$ cat config.mk
export PLATFORM = sky130hd
export DESIGN_NAME = spdwp_core
export DESIGN_NICKNAME = d
export VERILOG_FILES = /design/src/pkg/spdwp_pkg.sv /design/src/core/spdwp_core.sv
export SDC_FILE = /design/constraint.sdc
export NUM_CORES = 1
export LEC_CHECK = 0
export ABC_CLOCK_PERIOD_IN_PS = 1600
export BUFFER_PORTS_ARGS = -buffer_cell sky130_fd_sc_hd__buf_2
export CAP_MARGIN = 10
export CORE_ASPECT_RATIO = 1.5
export CORE_UTILIZATION = 35
export DETAILED_ROUTE_END_ITERATION = 10
export PLACE_DENSITY = 0.63
export SETUP_SLACK_MARGIN = 0.15
export SYNTH_ARGS = -nofsm -noshare
export SYNTH_HDL_FRONTEND = slang
export SYNTH_SLANG_ARGS = --single-unit
$ cat constraint.sdc
create_clock -name i_clk -period 1.6 [get_ports i_clk]
set_input_delay 0.32 -clock i_clk [delete_from_list [all_inputs] [get_ports i_clk]]
set_output_delay 0.32 -clock i_clk [all_outputs]
set_load 0.1 [all_outputs]
$ cat src/pkg/spdwp_pkg.sv
// Constants and carrier types for the write-protect acknowledge decision block
package spdwp_pkg;
   localparam logic [3:0] NIB_ARRAY  = 4'ha;   // Control nibble for normal array access
   localparam logic [3:0] NIB_LOCK   = 4'h6;   // Control nibble for lock commands and queries
   localparam logic [2:0] SEL_REV    = 3'h1;   // Bits 3..1 of set or query reversible lock
   localparam logic [2:0] SEL_CLR    = 3'h3;   // Bits 3..1 of clear reversible lock
   localparam logic [1:0] STRAP_SET  = 2'h0;   // Straps two and one for set or query reversible
   localparam logic [1:0] STRAP_CLR  = 2'h1;   // Straps two and one for clear reversible
   localparam int         UPPER_BIT  = 7;      // Address bit that selects the upper half
   localparam int         RW_BIT     = 0;      // Read/write select bit of the control byte
   localparam logic       PERM_RST   = 1'b0;   // Flag values loaded by reset
   localparam logic       REV_RST    = 1'b0;

   typedef enum {ST_IDLE, ST_CTRL, ST_ARR_ADDR, ST_ARR_DATA, ST_LOCK_DATA, ST_READ,
                 ST_SINK} spdwp_state_t;
   typedef enum {CMD_NONE, CMD_SET_PERM, CMD_SET_REV, CMD_CLR_REV} spdwp_cmd_t;

   typedef struct packed {
      logic valid;   // An acknowledge slot is being answered
      logic ack;     // 1 drives acknowledge, 0 leaves it unacknowledged
   } spdwp_ack_t;

   typedef struct packed {
      logic       we;
      logic [7:0] addr;
      logic [7:0] data;
   } spdwp_wr_t;
endpackage

$ cat src/core/spdwp_core.sv
// Acknowledge and write-permission decision for array and lock-flag commands
//
// Behaviour
// - No pin protect, lock set: upper-half writes acknowledged and written.
// - Permanent lock set: lower-half write address acked, data refused, no write.
// - Reversible lock set: lower-half write address acked, data refused, no write.
// - No locks, pin low: writes acknowledged and performed anywhere.
// - Permanent-lock query refused at command byte when permanent lock set.
// - Permanent-lock query acknowledged when permanent lock clear.
// - Reversible-lock query refused at command byte when reversible lock set.
// - Reversible-lock query acknowledged when reversible lock clear.
// - Pin low, permanent clear: set-permanent acked twice, sets flag forever.
// - Pin low, both clear: set-reversible acked twice, sets reversible flag.
// - Pin low, permanent clear: clear-reversible acked twice, clears flag.
// - Permanent set: all three lock commands refused on both bytes, no change.
// - Set-reversible while reversible set refused on both bytes.
// - Pin high: array writes acked at address, refused at data, no write.
// - Pin high: set commands acked at command byte, refused at data, no change.
// - Pin high: clear-reversible acked at command, refused at data, no change.
// - Control nibble Ah for array access, 6h for lock commands and queries.
// - Lock flags protect lower half only; pin protects whole array.
`timescale 1ns/1ps
module spdwp_core (
   input  wire logic              i_clk,
   input  wire logic              i_arst_n,
   input  wire logic              i_start,
   input  wire logic              i_byte_valid,
   input  wire logic [7:0]        i_byte,
   input  wire logic              i_wp_pin,
   input  wire logic [2:0]        i_strap_bits,
   input  wire logic              i_strap0_high_voltage,
   output spdwp_pkg::spdwp_ack_t  o_ack,
   output spdwp_pkg::spdwp_wr_t   o_wr,
   output logic                   o_permanent_lock_flag,
   output logic                   o_reversible_lock_flag
);
   import spdwp_pkg::*;

   logic [1:0]   rst_sync_reg;
   logic         rst_n;
   logic [4:0]   pin_meta_reg;
   logic [4:0]   pin_sync_reg;
   logic         wp_s;
   logic [2:0]   strap_s;
   logic         hv_s;

   spdwp_state_t state_reg, state_next;
   spdwp_cmd_t   cmd_reg, cmd_next;
   logic [7:0]   addr_reg, addr_next;
   logic         perm_reg, perm_next;
   logic         rev_reg, rev_next;
   spdwp_ack_t   ack_reg, ack_next;
   spdwp_wr_t    wr_reg, wr_next;
   logic         take;
   logic         prot;

   // Reset is released synchronously so every flop leaves reset on the same edge
   always_ff @(posedge i_clk or negedge i_arst_n) begin
      if (!i_arst_n) begin
         rst_sync_reg <= 2'h0;
      end else begin
         rst_sync_reg <= {rst_sync_reg[0], 1'b1};
      end
   end
   assign rst_n = rst_sync_reg[1];

   // Pins are asynchronous to the clock; two flops before any decision reads them
   always_ff @(posedge i_clk or negedge rst_n) begin
      if (!rst_n) begin
         pin_meta_reg <= 5'h0;
         pin_sync_reg <= 5'h0;
      end else begin
         pin_meta_reg <= {i_wp_pin, i_strap_bits, i_strap0_high_voltage};
         pin_sync_reg <= pin_meta_reg;
      end
   end
   assign wp_s    = pin_sync_reg[4];
   assign strap_s = pin_sync_reg[3:1];
   assign hv_s    = pin_sync_reg[0];

   assign take = i_byte_valid && !i_start;
   // Locks guard only the lower half; the pin guards everything
   assign prot = wp_s || ((perm_reg || rev_reg) && !addr_reg[UPPER_BIT]);

   always_comb begin
      state_next = state_reg;
      cmd_next   = cmd_reg;
      addr_next  = addr_reg;
      perm_next  = perm_reg;
      rev_next   = rev_reg;
      ack_next   = '0;
      wr_next    = '0;
      if (i_start) begin
         state_next = ST_CTRL;
         cmd_next   = CMD_NONE;
      end else if (i_byte_valid) begin
         ack_next.valid = 1'b1;
         case (state_reg)
            ST_CTRL: begin
               state_next = ST_IDLE;
               if (i_byte[7:4] == NIB_ARRAY && i_byte[3:1] == strap_s) begin
                  ack_next.ack = 1'b1;
                  state_next   = i_byte[RW_BIT] ? ST_READ : ST_ARR_ADDR;
               end else if (i_byte[7:4] == NIB_LOCK) begin
                  if (hv_s && i_byte[3:1] == SEL_REV && strap_s[2:1] == STRAP_SET) begin
                     if (i_byte[RW_BIT]) begin
                        ack_next.ack = !rev_reg;
                        state_next   = ack_next.ack ? ST_READ : ST_IDLE;
                     end else begin
                        ack_next.ack = !perm_reg && !rev_reg;
                        cmd_next     = CMD_SET_REV;
                        state_next   = ack_next.ack ? ST_LOCK_DATA : ST_SINK;
                     end
                  end else if (hv_s && i_byte[3:1] == SEL_CLR && strap_s[2:1] == STRAP_CLR
                               && !i_byte[RW_BIT]) begin
                     ack_next.ack = !perm_reg;
                     cmd_next     = CMD_CLR_REV;
                     state_next   = ack_next.ack ? ST_LOCK_DATA : ST_SINK;
                  end else if (!hv_s && i_byte[3:1] == strap_s) begin
                     ack_next.ack = !perm_reg;
                     if (i_byte[RW_BIT]) begin
                        state_next = ack_next.ack ? ST_READ : ST_IDLE;
                     end else begin
                        cmd_next   = CMD_SET_PERM;
                        state_next = ack_next.ack ? ST_LOCK_DATA : ST_SINK;
                     end
                  end
               end
            end
            ST_ARR_ADDR: begin
               ack_next.ack = 1'b1;
               addr_next    = i_byte;
               state_next   = ST_ARR_DATA;
            end
            ST_ARR_DATA: begin
               ack_next.ack = !prot;
               wr_next.we   = !prot;
               wr_next.addr = addr_reg;
               wr_next.data = i_byte;
               // Page writes wrap inside the sixteen-byte row
               addr_next    = {addr_reg[7:4], addr_reg[3:0] + 4'h1};
            end
            ST_LOCK_DATA: begin
               // Pin high acks the command byte but refuses the data byte
               ack_next.ack = !wp_s;
               state_next   = ST_SINK;
               if (!wp_s) begin
                  case (cmd_reg)
                     CMD_SET_PERM: perm_next = 1'b1;
                     CMD_SET_REV:  rev_next  = 1'b1;
                     CMD_CLR_REV:  rev_next  = 1'b0;
                     default:      ack_next.ack = 1'b0;
                  endcase
               end
            end
            ST_READ: begin
               // Read data slots are answered by the master, not here
               ack_next.valid = 1'b0;
            end
            default: begin
               ack_next.ack = 1'b0;
            end
         endcase
      end
   end

   // The permanent flag has no path back to zero once set
   always_ff @(posedge i_clk or negedge rst_n) begin
      if (!rst_n) begin
         state_reg <= ST_IDLE;
         cmd_reg   <= CMD_NONE;
         addr_reg  <= 8'h00;
         perm_reg  <= PERM_RST;
         rev_reg   <= REV_RST;
         ack_reg   <= '0;
         wr_reg    <= '0;
      end else begin
         state_reg <= state_next;
         cmd_reg   <= cmd_next;
         addr_reg  <= addr_next;
         perm_reg  <= perm_next;
         rev_reg   <= rev_next;
         ack_reg   <= ack_next;
         wr_reg    <= wr_next;
      end
   end

   assign o_ack                  = ack_reg;
   assign o_wr                   = wr_reg;
   assign o_permanent_lock_flag  = perm_reg;
   assign o_reversible_lock_flag = rev_reg;
endmodule

==> impl_results.md <==
* Status: finished clean
* Endpoint, Worst Hold: pin_meta_reg[2]
* Unique masters post-synth at 51
* Core Area at 0.00545 mm^2
* H-tree levels at 2
* Async set-reset flop share out of synthesis at 100%
* Residual DRC at 0
* Via count at 1481
* IO Port Bufs at 37
* Clk buf depth at 2
* Synth Warn # at 0
* Gr usage total at 15.2%
* RSZ-0062 raised after global routing: yes
* Clock Skew at 0.00485 ns
* Clk_lat worst skew at 0.30 ns
* CTS tree: built
* Rows at 33
* GP Congestion at 0.851
* Most common cell after layout, fill and taps aside: dfrtp_1
* Arrival @ worst endpoint at 1.68 ns
* Number of synthesized flops with an enable pin at 0
* Total routed wirelength at 4140 um
* Fraction of layout cells with a size suffix above 1 at 37.9%
* Chip height at 94.3 um
* Clock Sink Count at 46
* Reg-to-Reg Start: pin_sync_reg[3]
* Required time worst endpoint at 1.82 ns
* Endpoints failing hold at 0
* R2R Setup Slk at 0.14 ns
* Worst setup EP type: flip-flop
* CTS buffer count at 5
* Hold Path Class: primary input to flip-flop
* Post-layout net count at 231
* # diodes at 0
* Hold_ws at 0.122 ns
* Placed Cells at 275
* Post-synth net total at 185
* Leak Pwr at 1.22 nW
* Final ANT Viol Nets at 0
* Flops & latches, synth at 46
* Sequential share of the synthesized area at 57.9%
* Synth Area per Inst at 11.9 um^2
* WHS Path Cells at 1
* Die Area at 0.00599 mm^2
* Slew Limit Fails at 0
* Largest register FFs at 17
* Nature of the critical path startpoint: flip-flop
* Crit-path max FO at 4
* Post-DR vias/cell at 5.21
* First-pass GRT wire length at 6910 um
* Worst-path clk slew at 0.09 ns
* Mapped Cells at 167
* Drt first pass iters at 4
* Vias in the first global route at 1503
* Largest net degree at the start of global routing at 24
* Iteration-0 DRC Markers at 97
* Cell Area, Synth at 0.00199 mm^2
* Crit Path Class: flip-flop to flip-flop
* CTS root buf: clkbuf_8
* Grt ovf at 0
* R2R depth at 4
* WL/cell at 14.6 um
* Final worst path period share at 91.1%
* Final setup fails at 0
* Io pins at 38
* Min cycle time layout at 1.46 ns
* Die X at 63.5 um
* FF-to-FF End: state_reg[0]
* Antenna violations before repair at 0
* Setup TNS at 0 ns
* DP Wirelength at 3030 um
* Most frequent cells in the layout: 41 x dfrtp_1, 34 x buf_2, 17 x and3_1, 12 x buf_4
* Area grow syn2layout at 24.3%
* Fillers at 536
* Max Cap Viol at 0
* Initial Utilization at 36.5%
* Final Non-Filler Cells at 284
* Fmax at 686 MHz
* Primary FF master, synth: dfrtp_1
* Power Total at 2.26 mW
* PwrDens at 916 mW/mm^2
* Hold_sp: i_strap_bits[1]
* Worst VDD drop at 0.000470 V
cell families after synthesis:
| family | count (synthesis) | share of synthesized area [%] |
|---|---|---|
| flip-flops | 46 | 57.9 |
| AND/OR/NAND/NOR | 61 | 20.8 |
| multiplexers | 6 | 3.34 |
| buffers and inverters | 13 | 3.34 |
| XOR/XNOR | 4 | 1.76 |
| other | 1 | 0.189 |
| adder cells (fa/ha/maj) | 1 | 0.629 |
| AO/OA/AOI/OAI | 35 | 12.0 |
area by class of cell:
type                       instances  area (um^2)  share of cell area [%]
multi-input combinational        108          821                    33.2
tap                               70         87.6                    3.54
sequential                        46         1160                    46.8
inverter                           4         15.0                   0.608
timing repair buffer              48          278                    11.2
clock buffer                       5         68.8                    2.78
clock inverter                     3         43.8                    1.77
metal layers:
metal	global-route usage [%]	vias to the layer above	part of all wire, %
met5	0	-	0
met1	15.9	719	40
met4	8.71	0	3.1
met2	27.5	42	53
met3	3.28	13	4.0
li1	-	707	-
critical path: stages (launching register included):
cell and delay (ns):
dfrtp_1 0.43, and4bb_2 0.36, nand2_1 0.08, or3_1 0.32
a32oi_1 0.19
repair_timing:
| item | CTS | global route |
|---|---|---|
| buffers inserted | 0 | 0 |
| pin swaps | 1 | 3 |
| setup endpoints to repair | 4 | 11 |
| hold buffers | 1 | 0 |
| endpoints found under the hold margin | 2 | 0 |
| gates resized for setup | 3 | 10 |
power breakdown:
part	internal (mW)	leakage, nW	switching, mW	total [mW]
registers	1.19	0.605	0.0279	1.21
clock network	0.468	0.0585	0.398	0.866
logic	0.0673	0.556	0.117	0.184
worst max-delay path by stage:
stage	endpoint	cells after the start	slack (ns)	from
final	state_reg[0]	4	0.14	pin_sync_reg[3]
after global routing	cmd_reg[0]	4	0.09	state_reg[2]
after CTS	state_reg[2]	5	0.15	state_reg[2]
after detailed placement	cmd_reg[0]	5	0.05	i_byte[2]
after global placement	o_ack[0]	5	0.08	i_byte[2]
after floorplan	o_permanent_lock_flag	0	0.13	rst_sync_reg[1]
synth_stat cells, drive strengths merged, types with 2 or more instances:
cell | n | area share (%)
a21oi | 6 | 1.5
nand4bb | 3 | 2.5
xor2 | 3 | 1.3
nand3 | 2 | 0.50
o31ai | 2 | 0.75
nand2 | 8 | 1.9
a31oi | 3 | 0.94
o22ai | 2 | 0.63
mux2 | 5 | 2.8
nand2b | 2 | 0.63
and3 | 18 | 5.7
o21ai | 8 | 2.0
buf | 6 | 2.0
clkbuf | 3 | 0.63
and4bb | 2 | 1.3
nor4 | 5 | 2.6
a32oi | 2 | 0.88
inv | 4 | 0.75
dfrtp | 46 | 58
o211ai | 4 | 1.5
nor2 | 9 | 1.7
nor3 | 5 | 1.5
metrics by stage:
stage               utilization, %  setup slack [ns]  instance area, um^2
floorplan                        -             0.125                 1990
finish                        45.3             0.142                 2470
global route                  45.3            0.0876                 2470
CTS                           44.5             0.150                 2420
detailed placement            42.0            0.0496                 2290
global placement              42.0            0.0781                 2290
Power figures use the tool's default switching activity.
